**src/rtl/mwf_params.svh**
```systemverilog
// Constants for the mixed-width dual-clock FIFO block
// Function
// - Write and read widths may differ only by a power-of-two ratio.
// - Both orientations work: wide write with narrow read, and the reverse.
// - Sixteen-bit write, eight-bit read: two writes show counts two and four.
// - A wide word leaves a narrow read port low slice first, high slice next.
// - Eight-bit write, sixteen-bit read: four writes show counts four and two.
// - Narrow words pack into a wide read word, first written in low part.
// - Read-side empty holds until a whole read word has been written.
// - Write pointer reaches the read side through a synchroniser chain.
// - Read pointer reaches the write side through a synchroniser chain.
// - Clear returns both read and write pointers to zero.
// - Crossing pointers are Gray coded, one bit changing per step.
`ifndef MWF_PARAMS_SVH
`define MWF_PARAMS_SVH

// ==========================================
// Register offsets
`define MWF_OFS_WDATA 8'h00
`define MWF_OFS_RDATA 8'h04
`define MWF_OFS_STATUS 8'h08
`define MWF_OFS_ISTAT 8'h0C
`define MWF_OFS_IMASK 8'h10
`define MWF_OFS_CTRL 8'h14

// ==========================================
// Field positions
`define MWF_ST_RD_EMPTY 0
`define MWF_ST_WR_FULL 1
`define MWF_ST_WR_EMPTY 2
`define MWF_ST_RD_FULL 3
`define MWF_ST_WR_USED 8
`define MWF_ST_RD_USED 16
`define MWF_EV_DATA 0
`define MWF_EV_FULL 1
`define MWF_EV_OVF 2
`define MWF_EV_UNF 3
`define MWF_NEV 4
`define MWF_CTRL_CLR 0

// ==========================================
// Reset values
`define MWF_IMASK_RST 4'h0
`define MWF_ISTAT_RST 4'h0

`endif

```
**src/rtl/mwf_pkg.sv**
```systemverilog
// Types shared by the mixed-width FIFO modules
package mwf_pkg;
   typedef enum logic {BS_IDLE, BS_ACT} mwf_bus_st_t;
   typedef logic [31:0] mwf_word_t;
   typedef logic [1:0] mwf_trans_t;
   typedef logic [2:0] mwf_size_t;
endpackage

```
**src/rtl/mwf_mem.sv**
```systemverilog
// Storage array of narrow units and its access interface
`timescale 1ns/1ps

// ==========================================
// Access interface
interface mwf_mem_if #(parameter int N = 8, parameter int WK = 2, parameter int RK = 1, parameter int AWU = 4)
   (input logic clk);
   logic wr_en;
   logic [AWU-1:0] wr_addr;
   logic [N*WK-1:0] wr_data;
   logic [AWU-1:0] rd_addr;
   logic [N*RK-1:0] rd_data;
   modport ctl (input clk, output wr_en, output wr_addr, output wr_data, output rd_addr, input rd_data);
   modport mem (input clk, input wr_en, input wr_addr, input wr_data, input rd_addr, output rd_data);
endinterface

// ==========================================
// Storage
module mwf_mem #(
   parameter int N = 8,
   parameter int WK = 2,
   parameter int RK = 1,
   parameter int AWU = 4
) (
   mwf_mem_if.mem bus
);
   // No reset: contents are only read behind a valid pointer
   logic [N-1:0] mem_q [2**AWU];

   always_ff @(posedge bus.clk) begin
      if (bus.wr_en) begin
         for (int k = 0; k < WK; k++) begin
            mem_q[bus.wr_addr | AWU'(k)] <= bus.wr_data[k*N +: N];
         end
      end
   end

   // Unit at the lower address lands in the low slice
   for (genvar g = 0; g < RK; g++) begin : g_rd
      assign bus.rd_data[g*N +: N] = mem_q[bus.rd_addr | AWU'(g)];
   end
endmodule // mwf_mem

```
**src/rtl/mwf_top.sv**
```systemverilog
// Mixed-width FIFO with AHB-Lite register access and interrupt
`timescale 1ns/1ps
`include "mwf_params.svh"

module mwf_top #(
   parameter int WR_W = 16,
   parameter int RD_W = 8,
   parameter int DEPTH_U = 16
) (
   input wire logic hclk,
   input wire logic hresetn,
   input wire logic hsel,
   input wire mwf_pkg::mwf_word_t haddr,
   input wire mwf_pkg::mwf_trans_t htrans,
   input wire logic hwrite,
   input wire mwf_pkg::mwf_size_t hsize,
   input wire mwf_pkg::mwf_word_t hwdata,
   input wire logic hready,
   output logic hreadyout,
   output mwf_pkg::mwf_word_t hrdata,
   output logic hresp,
   output logic irq
);
   import mwf_pkg::*;

   // ==========================================
   // Geometry
   localparam int N = (WR_W < RD_W) ? WR_W : RD_W;
   localparam int WK = WR_W / N;
   localparam int RK = RD_W / N;
   localparam int LWK = $clog2(WK);
   localparam int LRK = $clog2(RK);
   localparam int AWU = $clog2(DEPTH_U);
   localparam int AWW = AWU - LWK;
   localparam int AWR = AWU - LRK;
   localparam bit RATIO_OK = (WK * N == WR_W) && (RK * N == RD_W) && ((WK & (WK - 1)) == 0)
      && ((RK & (RK - 1)) == 0) && (WR_W <= 32) && (RD_W <= 32) && ((1 << AWU) == DEPTH_U)
      && (AWU < 8) && (DEPTH_U >= WK) && (DEPTH_U >= RK);
   localparam logic [AWU:0] WK_U = (AWU+1)'(WK);
   localparam logic [AWU:0] RK_U = (AWU+1)'(RK);
   localparam logic [AWU:0] DEP_U = (AWU+1)'(DEPTH_U);

   function automatic logic [AWU:0] g2b(input logic [AWU:0] g);
      logic [AWU:0] b;
      b = g;
      for (int i = AWU - 1; i >= 0; i--) begin
         b[i] = b[i + 1] ^ g[i];
      end
      return b;
   endfunction

   // ==========================================
   // Declarations
   mwf_bus_st_t bs_ff;
   logic hreadyout_ff;
   logic hresp_ff;
   logic irq_ff;
   mwf_word_t hrdata_ff;
   logic wr_ff;
   logic [7:0] addr_ff;
   logic [AWW:0] wptr_ff;
   logic [AWW:0] wgray_ff;
   logic [AWR:0] rptr_ff;
   logic [AWR:0] rgray_ff;
   logic [AWU:0] rs_w1_ff;
   logic [AWU:0] read_side_write_pointer_sync_ff;
   logic [AWU:0] ws_r1_ff;
   logic [AWU:0] write_side_read_pointer_sync_ff;
   logic [`MWF_NEV-1:0] istat_ff;
   logic [`MWF_NEV-1:0] mask_ff;
   logic rd_empty_q_ff;
   logic wr_full_q_ff;
   logic [AWW:0] nxt_wptr;
   logic [AWR:0] nxt_rptr;
   logic [AWU:0] wu;
   logic [AWU:0] wr_ru;
   logic [AWU:0] wr_diff;
   logic [AWU:0] wr_used;
   logic [AWU:0] rd_wu;
   logic [AWU:0] ru;
   logic [AWU:0] rd_diff;
   logic [AWU:0] rd_used;
   logic wr_full;
   logic wr_empty;
   logic rd_full;
   logic rd_empty;
   logic acc;
   logic act;
   logic do_push;
   logic do_pop;
   logic do_clr;
   logic ovf;
   logic unf;
   logic rd_istat;
   logic [`MWF_NEV-1:0] ev;
   mwf_word_t stat_w;

   mwf_mem_if #(.N(N), .WK(WK), .RK(RK), .AWU(AWU)) mem_if (.clk(hclk));
   mwf_mem #(.N(N), .WK(WK), .RK(RK), .AWU(AWU)) u_mem (
      .bus(mem_if.mem)
   );

   // ==========================================
   // Bus slave
   // One wait state so read data and pops come from a clean registered decode
   assign acc = hsel && hready && htrans[1] && (hsize == 3'h2) && (bs_ff == BS_IDLE);
   assign act = (bs_ff == BS_ACT);

   always_ff @(posedge hclk or negedge hresetn) begin
      if (!hresetn) begin
         bs_ff <= BS_IDLE;
         hreadyout_ff <= 1'b1;
         wr_ff <= 1'b0;
         addr_ff <= 8'h00;
      end else begin
         unique case (bs_ff)
            BS_IDLE: begin
               if (acc) begin
                  bs_ff <= BS_ACT;
                  hreadyout_ff <= 1'b0;
                  wr_ff <= hwrite;
                  addr_ff <= haddr[7:0];
               end
            end
            BS_ACT: begin
               bs_ff <= BS_IDLE;
               hreadyout_ff <= 1'b1;
            end
         endcase
      end
   end

   always_ff @(posedge hclk or negedge hresetn) begin
      if (!hresetn) begin
         hresp_ff <= 1'b0;
      end else begin
         hresp_ff <= 1'b0;
      end
   end

   // ==========================================
   // Access decode
   assign do_push = act && wr_ff && (addr_ff == `MWF_OFS_WDATA) && !wr_full && RATIO_OK;
   assign ovf = act && wr_ff && (addr_ff == `MWF_OFS_WDATA) && wr_full;
   assign do_pop = act && !wr_ff && (addr_ff == `MWF_OFS_RDATA) && !rd_empty;
   assign unf = act && !wr_ff && (addr_ff == `MWF_OFS_RDATA) && rd_empty;
   assign do_clr = act && wr_ff && (addr_ff == `MWF_OFS_CTRL) && hwdata[`MWF_CTRL_CLR];
   assign rd_istat = act && !wr_ff && (addr_ff == `MWF_OFS_ISTAT);

   assign mem_if.wr_en = do_push;
   assign mem_if.wr_addr = wu[AWU-1:0];
   assign mem_if.wr_data = hwdata[WR_W-1:0];
   assign mem_if.rd_addr = ru[AWU-1:0];

   // ==========================================
   // Pointers
   assign nxt_wptr = wptr_ff + 1'b1;
   assign nxt_rptr = rptr_ff + 1'b1;

   always_ff @(posedge hclk or negedge hresetn) begin
      if (!hresetn) begin
         wptr_ff <= '0;
         wgray_ff <= '0;
      end else if (do_clr) begin
         wptr_ff <= '0;
         wgray_ff <= '0;
      end else if (do_push) begin
         wptr_ff <= nxt_wptr;
         wgray_ff <= nxt_wptr ^ (nxt_wptr >> 1);
      end
   end

   always_ff @(posedge hclk or negedge hresetn) begin
      if (!hresetn) begin
         rptr_ff <= '0;
         rgray_ff <= '0;
      end else if (do_clr) begin
         rptr_ff <= '0;
         rgray_ff <= '0;
      end else if (do_pop) begin
         rptr_ff <= nxt_rptr;
         rgray_ff <= nxt_rptr ^ (nxt_rptr >> 1);
      end
   end

   // ==========================================
   // Pointer synchronisers
   // Chains are cleared with the pointers so no stale count survives a clear
   always_ff @(posedge hclk or negedge hresetn) begin
      if (!hresetn) begin
         rs_w1_ff <= '0;
         read_side_write_pointer_sync_ff <= '0;
         ws_r1_ff <= '0;
         write_side_read_pointer_sync_ff <= '0;
      end else if (do_clr) begin
         rs_w1_ff <= '0;
         read_side_write_pointer_sync_ff <= '0;
         ws_r1_ff <= '0;
         write_side_read_pointer_sync_ff <= '0;
      end else begin
         rs_w1_ff <= (AWU+1)'(wgray_ff);
         read_side_write_pointer_sync_ff <= rs_w1_ff;
         ws_r1_ff <= (AWU+1)'(rgray_ff);
         write_side_read_pointer_sync_ff <= ws_r1_ff;
      end
   end

   // ==========================================
   // Fill levels, each in its own word size
   // Pointers count own-size words so Gray steps stay single-bit
   assign wu = (AWU+1)'(wptr_ff) << LWK;
   assign wr_ru = g2b(write_side_read_pointer_sync_ff) << LRK;
   assign wr_diff = wu - wr_ru;
   assign wr_used = (wr_diff + WK_U - 1'b1) >> LWK;
   assign wr_full = wr_diff > (DEP_U - WK_U);
   assign wr_empty = (wr_diff == '0);

   assign ru = (AWU+1)'(rptr_ff) << LRK;
   assign rd_wu = g2b(read_side_write_pointer_sync_ff) << LWK;
   assign rd_diff = rd_wu - ru;
   assign rd_used = rd_diff >> LRK;
   assign rd_empty = rd_diff < RK_U;
   assign rd_full = rd_diff > (DEP_U - RK_U);

   always_comb begin
      stat_w = 32'h0000_0000;
      stat_w[`MWF_ST_RD_EMPTY] = rd_empty;
      stat_w[`MWF_ST_WR_FULL] = wr_full;
      stat_w[`MWF_ST_WR_EMPTY] = wr_empty;
      stat_w[`MWF_ST_RD_FULL] = rd_full;
      stat_w[`MWF_ST_WR_USED +: 8] = 8'(wr_used);
      stat_w[`MWF_ST_RD_USED +: 8] = 8'(rd_used);
   end

   // ==========================================
   // Read data
   always_ff @(posedge hclk or negedge hresetn) begin
      if (!hresetn) begin
         hrdata_ff <= 32'h0000_0000;
      end else if (act && !wr_ff) begin
         case (addr_ff)
            `MWF_OFS_RDATA: hrdata_ff <= rd_empty ? 32'h0000_0000 : 32'(mem_if.rd_data);
            `MWF_OFS_STATUS: hrdata_ff <= stat_w;
            `MWF_OFS_ISTAT: hrdata_ff <= 32'(istat_ff);
            `MWF_OFS_IMASK: hrdata_ff <= 32'(mask_ff);
            default: hrdata_ff <= 32'h0000_0000;
         endcase
      end else begin
         hrdata_ff <= 32'h0000_0000;
      end
   end

   // ==========================================
   // Interrupts
   always_comb begin
      ev = '0;
      ev[`MWF_EV_DATA] = rd_empty_q_ff && !rd_empty;
      ev[`MWF_EV_FULL] = wr_full && !wr_full_q_ff;
      ev[`MWF_EV_OVF] = ovf;
      ev[`MWF_EV_UNF] = unf;
   end

   always_ff @(posedge hclk or negedge hresetn) begin
      if (!hresetn) begin
         rd_empty_q_ff <= 1'b1;
         wr_full_q_ff <= 1'b0;
      end else begin
         rd_empty_q_ff <= rd_empty;
         wr_full_q_ff <= wr_full;
      end
   end

   // Set beats a clear-on-read in the same cycle
   always_ff @(posedge hclk or negedge hresetn) begin
      if (!hresetn) begin
         istat_ff <= `MWF_ISTAT_RST;
      end else begin
         istat_ff <= (istat_ff & ~{`MWF_NEV{rd_istat}}) | ev;
      end
   end

   always_ff @(posedge hclk or negedge hresetn) begin
      if (!hresetn) begin
         mask_ff <= `MWF_IMASK_RST;
      end else if (act && wr_ff && (addr_ff == `MWF_OFS_IMASK)) begin
         mask_ff <= hwdata[`MWF_NEV-1:0];
      end
   end

   always_ff @(posedge hclk or negedge hresetn) begin
      if (!hresetn) begin
         irq_ff <= 1'b0;
      end else begin
         irq_ff <= |(istat_ff & mask_ff);
      end
   end

   assign hreadyout = hreadyout_ff;
   assign hrdata = hrdata_ff;
   assign hresp = hresp_ff;
   assign irq = irq_ff;
endmodule // mwf_top

```
**config.mk**
```make
export PLATFORM = sky130hd
export DESIGN_NAME = mwf_top
export DESIGN_NICKNAME = d
export VERILOG_FILES = /design/src/rtl/mwf_pkg.sv /design/src/rtl/mwf_mem.sv /design/src/rtl/mwf_top.sv
export VERILOG_INCLUDE_DIRS = /design/src /design/src/rtl
export SDC_FILE = /design/constraint.sdc
export NUM_CORES = 1
export LEC_CHECK = 0
export BUFFER_PORTS_ARGS = -buffer_cell sky130_fd_sc_hd__buf_2
export CORE_MARGIN = 4
export CORE_UTILIZATION = 55
export DETAILED_ROUTE_END_ITERATION = 10
export PLACE_DENSITY = 0.88
export RECOVER_POWER = 50
export SLEW_MARGIN = 20
export SYNTH_ARGS = -nofsm -noshare
export SYNTH_HDL_FRONTEND = slang
export SYNTH_SLANG_ARGS = --single-unit
```
**constraint.sdc**
```tcl
create_clock -name hclk -period 7.62 [get_ports hclk]
set_clock_uncertainty 0.2 [all_clocks]
set_input_delay 1.524 -clock hclk [delete_from_list [all_inputs] [get_ports hclk]]
set_output_delay 1.524 -clock hclk [all_outputs]
set_load 0.02 [all_outputs]
```
---- Word level (Yosys, flattened, before mapping) ----
Memory sizes are Yosys's and may differ from the RTL's.
Index checks and enable logic that the tools add are counted.
operators by class
  divide/modulo/power cells ............... 0
  reduce and logical (&&, ||, !) cells .... 28
  add/sub/neg operators ................... 6
  equal/unequal tests ..................... 7
  bitwise operators ....................... 15
  shift operators ......................... 0
  order comparisons ....................... 3
  multipliers ............................. 0
  mux-type cells .......................... 21
operators with widths
  cell                 count
  $pmux 21 s4          1
  $mux 5               7
  $mux 32              1
  $mux 4               5
  $logic_and 1x1->1    18
  $eq 8x4->1 const B   2
  $eq 8x5->1 const B   2
  $gt 5x4->1 const B   2
  $sub 5x5->5          2
  $and 4x4->4          2
  $eq 8x3->1 const B   1
  $logic_not 8->1      1
  $mux 8               1
  $xor 1x1->1          8
  $add 5x1->5 const B  1
  $add 5x2->5 const B  1
  $logic_not 5->1      1
  $lt 5x1->1 const B   1
  $sub 5x1->5 const B  1
  $xor 5x4->5          1
  $add 4x1->4 const B  1
  $logic_not 1->1      4
  $mux 1               4
  $not 4->4            1
  other kinds (9)      11
word-level totals
  bits in writable memories ............... 128
  register bits after elaboration ......... 92
  input port bits ......................... 74
  bits in latches ......................... 0
  memories kept ........................... 1
  bits in read-only memories .............. 0
  logic and storage cells ................. 99
memories
  memory       depth  width  read ports  clocked after Yosys merged registers in  write ports  line           source
  u_mem.mem_q  16     8      1           0                                        2            mwf_mem.sv:28  logic [N-1:0] mem_q [2**AWU];

---- Longest topological paths before layout ----
Gate-level depths: netlist of the first run.
  depth in word-level cells ............... 10
  gate-level depth with buffers ........... 12
  depth with buffers taken out ............ 12

---- Modules after synthesis ----
Synthesis of the first run repeated with hierarchy kept, for this count alone.
unflattened totals
  cells, all modules ...................... 658
  area total of the unflattened synthesis .. 9581.7 um^2
by module, submodules not included
  module   cells each  instances  area each (um^2)  sequential area each (um^2)
  mwf_mem  292         1          5798.1            3843.7
  mwf_top  366         1          3783.6            1829.3

---- Worst setup path before layout of the first run ----
No wires, ideal clock.
  kind .................................... register -> register
  from .................................... register write_side_read_pointer_sync_ff[4]
  to ...................................... memory u_mem.mem_q[10][0], enable pin
  data required time ...................... 7.011 ns
  arrival ................................. 4.108 ns
  buffers on the path ..................... 2
  path slack .............................. 2.903 ns
  cell stages (with the launch flop) ...... 12
  cells stage by stage .................... dfrtp_1 > xnor2_4 > xor2_1 > ha_1 > clkbuf_1 > o21ai_0 > or3b_2 > o2111ai_1 > a311o_2 > or3_1 > buf_6 > nor3_1
RTL lines
  what                    line            source
  start, declared         mwf_top.sv:68   logic [AWU:0] write_side_read_pointer_sync_ff;
  start signal, assigned  mwf_top.sv:204  write_side_read_pointer_sync_ff <= ws_r1_ff;
  end, declared           mwf_mem.sv:28

==> reports/qor.csv, run 1 <==
metric,value,unit
htree_levels,1,
cts_resized,0,
wl_met2,9.00,mm
final_nets,702,
synth_edf_count,128,
grt_max_degree,74,
cts_hold_buf,0,
async_flop_share,36.3,%
layout.cells.non_filler,843,
vias,4886,
diodes,0,
synth_ff_type,edfxtp_1,
powerDensity,255,nW/um^2
cts_tree,yes,
post-route-min-period,5.06,ns
yosysWarnings,0,
layout-drive-gt1-share,24.1,%
gp_congestion,0.853,
clk_pin_slew,0.06,ns
worstMarginPinSlew,3.82,ns
cts_sinks,201,
io_buffers,51,
vdd_drop_max,0.000228,V
end_kind,async pin,
insertion_delay,0.50,ns
slowest_stage,clkbuf_1,
synthTopCellsByCount,"edfxtp_1, dfrtp_1, nand2_1",
ioPinCount,109,
ys_ff_latch,201,
critPathTopFamily,buffers and inverters,
setup_slack,2.56,ns
yosys-top-cells-area,"edfxtp_1, dfrtp_1, mux4_2",
hold_start,wr_full_q_ff,
r2r_slack,2.81,ns
crit_chain,"buf_2, clkbuf_1",
vias_per_cell,5.80,
syn_area_per_cell,15.5,sq um
fin_crit_sh,66.3,%
antenna_found_initial,0,
cp.required,6.85,ns
multiInputGateArea,2830,sq um
rsz0062_at_grt,no,
coreArea,15300,sq um
clk_path_buf_depth,3,
synth_area,8670,sq um
synth_cell_types,62,
drt-total-wl,17.3,mm
cap_violations,1,
hp-class,register to register,
finalHoldViolations,0,
synth_cells,558,
path_max_fanout,73,
highest_layer,met4,
start_util,56.6,%
dp_cells,803,
grt-ovfl-total,0,
yosysSeqAreaShare,65.4,%
row_count,45,
slew_viol_final,74,
dieHeight,134,um
fillers,1061,
relSlewSlack,-154,%
final-setup-viol-count,0,
dr.first_iter.drc_count,465,
grt_pass1_wl,27.9,mm
outcome,"finished, violations left",
yosysMostFrequentCell,edfxtp_1,
place_ws,2.75,ns
hold_end,istat_ff[1],
worst-path-buf-inv,2,
routedWlPerCell,20.6,um
regArea,5670,sq um
crit_type,input pin to async pin,
grt_use_total,20.1,%
power,0.00251,W
grt_pass1_vias,5185,
min_path_cells,1,
r2r-end,u_mem.mem_q[13][4],
synth_top_area_cell,edfxtp_1,
synthToLayoutAreaGrowth,13.3,%
first_pass_iters,5,
post_cts_buffers,0,
wl_met1,6.71,mm
die-area,17800,sq um
startpoint_type,input pin,
p_leak,3.72,nW
root_buffer,clkbuf_16,
fin_tns_setup,0,ns
r2r-start,write_side_read_pointer_sync_ff[4],
fp.dieW,134,um
reg2regPathDepth,11,
ant_nets,0,
cts_buffers,21,
wl_met3,1.23,mm
timing.fmax,198,MHz
synth_top_area_share,44.3,%
violations,"max-capacitance violations, max-slew violations",
drcViolationCount,0,
worst_path_largest_cell_delay,2.67,ns
cp_data_arrival_time,4.29,ns
dp_hpwl,10.4,mm
[where the power goes]
| part | switching, W | internal (W) | leakage (nW) |
|---|---|---|---|
| registers | 0.0000271 | 0.00119 | 1.97 |
| clock network | 0.000402 | 0.000604 | 0.338 |
| logic | 0.000164 | 0.000121 | 1.40 |
[cell usage in the layout, fill, tap and decap left out, drive strengths merged, types with 3 or more instances in the layout]
| cell | instances |
|---|---|
| edfxtp | 128 |
| dfrtp | 71 |
| buf | 46 |
| nand2 | 41 |
| clkbuf | 40 |
| mux4 | 39 |
| nor2 | 34 |
| xnor2 | 22 |
| and2 | 18 |
| o21ai | 17 |
| conb | 16 |
| a21oi | 15 |
| mux2 | 13 |
| xor2 | 11 |
| nand3 | 11 |
| inv | 11 |
| clkinv | 11 |
| ha | 9 |
| nor3 | 8 |
| nor2b | 6 |
| nand2b | 6 |
| or3 | 5 |
| nor4 | 5 |
| mux2i | 4 |
| nand4 | 4 |
| a32oi | 3 |
| a22oi | 3 |
| bufinv | 3 |
[routing by layer]
metal	vias up	global-route usage, %
li1	2173	-
met1	2472	25.8
met2	204	35.0
met3	37	3.89
met4	0	6.06
met5	-	0
[through the flow]
step                hold slack (ns)  instance area (sq um)  util (%)
global placement              0.230                   9140      59.7
global route                  0.271                   9820      64.1
CTS                           0.247                   9820      64.1
floorplan                     0.214                   8730         -
finish                        0.242                   9820      64.1
detailed placement            0.223                   9140      59.7
[how the worst max path moves through the flow]
stage / start / to / slack, ns / cells past startpoint
global placement: write_side_read_pointer_sync_ff[4] / u_mem.mem_q[2][7] / 2.87 / 9
detailed placement: write_side_read_pointer_sync_ff[4] / u_mem.mem_q[8][7] / 2.75 / 9
global route: hresetn / rptr_ff[0] / 1.60 / 2
CTS: write_side_read_pointer_sync_ff[4] / u_mem.mem_q[9][1] / 2.70 / 9
floorplan: write_side_read_pointer_sync_ff[4] / u_mem.mem_q[10][0] / 2.90 / 11
finish: hresetn / rptr_ff[0] / 2.56 / 2
[final cells by class]
type / count / share of cell area [%]
Sequential cell: 201 / 57.8
Multi-Input combinational cell: 320 / 28.8
Clock buffer: 22 / 5.39
Timing Repair Buffer: 64 / 3.43
Tap cell: 211 / 2.69
Clock inverter: 15 / 1.50
Inverter: 10 / 0.382
[sequential cells by signal (all words and copies together), names as in the netlist, 5 cells and up]
signal and count:
u_mem.mem_q 128, hrdata 17, addr_ff 8, rptr_ff 5, write_side_read_pointer_sync_ff 5, ws_r1_ff 5
[logic make-up (layout without fill, tap and decap cells)]
logic type / after synthesis / after routing / share of synthesized area (%)
AOI/OAI and AO/OA: 53 / 53 / 4.23
xor gates and xnor gates: 35 / 35 / 4.17
adders and majority gates: 10 / 10 / 1.53
buffers and inverters: 52 / 111 / 3.10
DFF: 201 / 201 / 65.4
muxes: 56 / 56 / 12.3
other: 1 / 16 / 0.0432
and+or+nand+nor: 150 / 150 / 9.23
No activity file was read; power rests on OpenSTA's default activity.
==> run 2: changes to the inputs <==
- ABC_AREA: default -> 1
- clock period: 7.62 -> 5.2 ns (I/O delays scaled with it)
==> run 2 against run 1 <==
The flow now finishes without violations. Non-clock buffer count grew 1. Cell count up 26%. Cell area is 0.19% lower. Register-to-register slack worse by 1.3 ns. Die area is essentially flat. Clock power is 51% higher. Setup slack got worse by 1.1 ns. Critical path depth grew 8. Global-route usage up 0.74 points. Clock-buffer cell count rose by 3. Sequential cell count is the same. Power is 45% higher.
==> reports/qor.csv, run 2 <==
metric,value,unit,change
cap_violations,0,,-1
layout.cells.non_filler,1062,,+26%
critPathTopFamily,simple AND/OR/NAND/NOR gates,,
yosysWarnings,0,,unchanged
p_leak,4.14,nW,+11%
cts_tree,yes,,
startpoint_type,register,,
coreArea,15300,sq um,unchanged
regMostFlops,u_mem.mem_q,,
timing.fmax,269,MHz,
synth_edf_count,128,,unchanged
relSlewSlack,35.2,%,+190 points
yosysMostFrequentCell,nand2_1,,
hp-class,register to register,,
synth_area,8670,sq um,about the same
die-area,17800,sq um,about the same
post-route-min-period,3.72,ns,
row_count,45,,unchanged
drcViolationCount,0,,unchanged
vias_per_cell,5.65,,-2.4%
yosys-top-cells-area,"edfxtp_1, dfrtp_1, nand2_1",,
synthTopCellsByCount,"nand2_1, edfxtp_1, inv_1",,
dpl_cell_area,9110,sq um,-0.29%
final_nets,921,,+31%
grt-ovfl-total,0,,unchanged
largest_reg_flops,128,,unchanged
routedWlPerCell,17.5,um,-15%
cts_resized,0,,unchanged
synth_top_area_cell,edfxtp_1,,
dp_cells,1026,,+28%
drt-total-wl,18.6,mm,+7.3%
dieHeight,134,um,about the same
dp_hpwl,11.2,mm,+7.6%
grt_pass1_wl,29.8,mm,+6.9%
syn_area_per_cell,11.1,sq um,-29%
insertion_delay,0.49,ns,about the same
post_cts_buffers,0,,unchanged
ioPinCount,109,,unchanged
grt_use_total,20.8,%,+0.74 points
final_area,9800,sq um,-0.19%
rsz0062_at_grt,no,,
worst_path_largest_cell_delay,0.98,ns,-1.69 ns
worst-path-buf-inv,1,,-1
ys_ff_latch,201,,unchanged
path_max_fanout,25,,-66%
dr.first_iter.drc_count,682,,+47%
layout-drive-gt1-share,13.3,%,-11 points
async_flop_share,36.3,%,unchanged
gp_congestion,0.879,,+3.1%
htree_levels,1,,unchanged
cts_buffers,20,,-4.8%
grt_pass1_vias,5974,,+15%
grt_max_degree,74,,unchanged
r2r_slack,1.48,ns,-1.33 ns
synth_ff_type,edfxtp_1,,
start_util,56.6,%,about the same
yosysSeqAreaShare,65.4,%,about the same
cts_sinks,201,,unchanged
layout_commonest_cell,nand2_1,,
synth_top_area_share,44.3,%,about the same
layout_common_cells,"nand2_1, edfxtp_1, inv_1",,
vias,6005,,+23%
fillers,1088,,+2.5%
diodes,0,,unchanged
crit_type,register to register,,
finalHoldViolations,0,,unchanged
synth_cell_types,43,,-31%
fp.dieW,134,um,about the same
slew_viol_final,0,,-100%
cp.required,5.33,ns,-1.52 ns
synthToLayoutAreaGrowth,13.1,%,
vdd_drop_max,0.000487,V,+110%
final-setup-viol-count,0,,unchanged
powerDensity,371,nW/um^2,+45%
fin_crit_sh,71.5,%,
clk_path_buf_depth,3,,unchanged
end_kind,register,,
worst_hold_slack,0.270,ns,+0.0275 ns
clk_pin_slew,0.06,ns,about the same
synth_cells,783,,+40%
cts_hold_buf,0,,unchanged
worstMarginPinSlew,0.973,ns,-2.84 ns
first_pass_iters,5,,unchanged
root_buffer,clkbuf_16,,
io_buffers,51,,unchanged
ant_nets,0,,unchanged
cp_data_arrival_time,3.84,ns,-0.45 ns
slowest_stage,dfrtp_1,,
outcome,completed,,
fin_tns_setup,0,ns,unchanged
antenna_found_initial,0,,unchanged
crit_chain,"inv_1, ha_1, a21oi_1, nand2_1, xnor2_1, nand4_1, or2_0, nand3_2, nand2_2, o21ai_0",,
==> run 2: cell types whose count changed in the layout (fill, tap and decap cells not counted), sizes merged, moves of 23 or more <==
| cell | previous run | this run |
|---|---|---|
| a21oi | 15 | 68 |
| nand3 | 11 | 34 |
| nand2 | 41 | 166 |
| mux4 | 39 | 0 |
| nor2 | 34 | 61 |
| inv | 11 | 79 |
==> run 2: layout make-up <==
type	count	area, sq um	share of cell area, %
inverters	78	298	3.04
multi-input cells	471	2510	25.6
repair buffers	65	339	3.46
flip-flops and latches	201	5670	57.9
clock buffers	25	583	5.95
well taps	211	264	2.69
clock inverters	11	138	1.40
==> run 2: report_power, final <==
group / switching (W) / internal, W
clock network: 0.000584 / 0.000949
logic: 0.000229 / 0.000101
registers: 0.0000279 / 0.00174
total: 0.000841 / 0.00279
==> run 2: stage by stage <==
step                      util [%]  setup WS (ns)  total power (W)
after floorplan                  -           1.98          0.00203
after global placement        59.5           1.65          0.00211
after detailed placement      59.5           1.58          0.00213
after CTS                     64.2           1.57          0.00364
after global routing          64.0           1.30          0.00376
final                         64.0           1.48          0.00363
==> run 2: cells by family after synthesis <==
kind of cell	count (synthesis)	synth area share [%]
buffers and inverters	126	6.28
adders and majority gates	10	1.53
other	1	0.0433
xor gates and xnor gates	21	2.12
AOI/OAI and AO/OA	136	9.57
DFF	201	65.4
and+or+nand+nor	288	15.0
==> run 2: tightest hold or removal path, cell delays in order, from the launching register on <==
cell and delay (ns):
dfrtp_1 0.36, inv_1 0.05, nor2_1 0.03
==> run 2: final timing paths <==
path	from	end	depth (start not counted)
hold / removal	rs_w1_ff[2]	read_side_write_pointer_sync_ff[2]	2
setup / recovery	rptr_ff[2]	rptr_ff[0]	10
hold reg to reg	rs_w1_ff[2]	read_side_write_pointer_sync_ff[2]	2
max in group asynchronous	hresetn	rptr_ff[0]	1
min in group asynchronous	hresetn	hrdata[10]	1
setup reg to reg	rptr_ff[2]	rptr_ff[0]	10
==> run 2: layer usage <==
metal  vias to the layer above  GRT usage [%]  routed length, um
met5                         -              0                  0
met4                         0           7.49                524
met3                        53           3.44               1640
met2                       325           37.4               9430
met1                      2854           25.5               7000
li1                       2773              -                  -
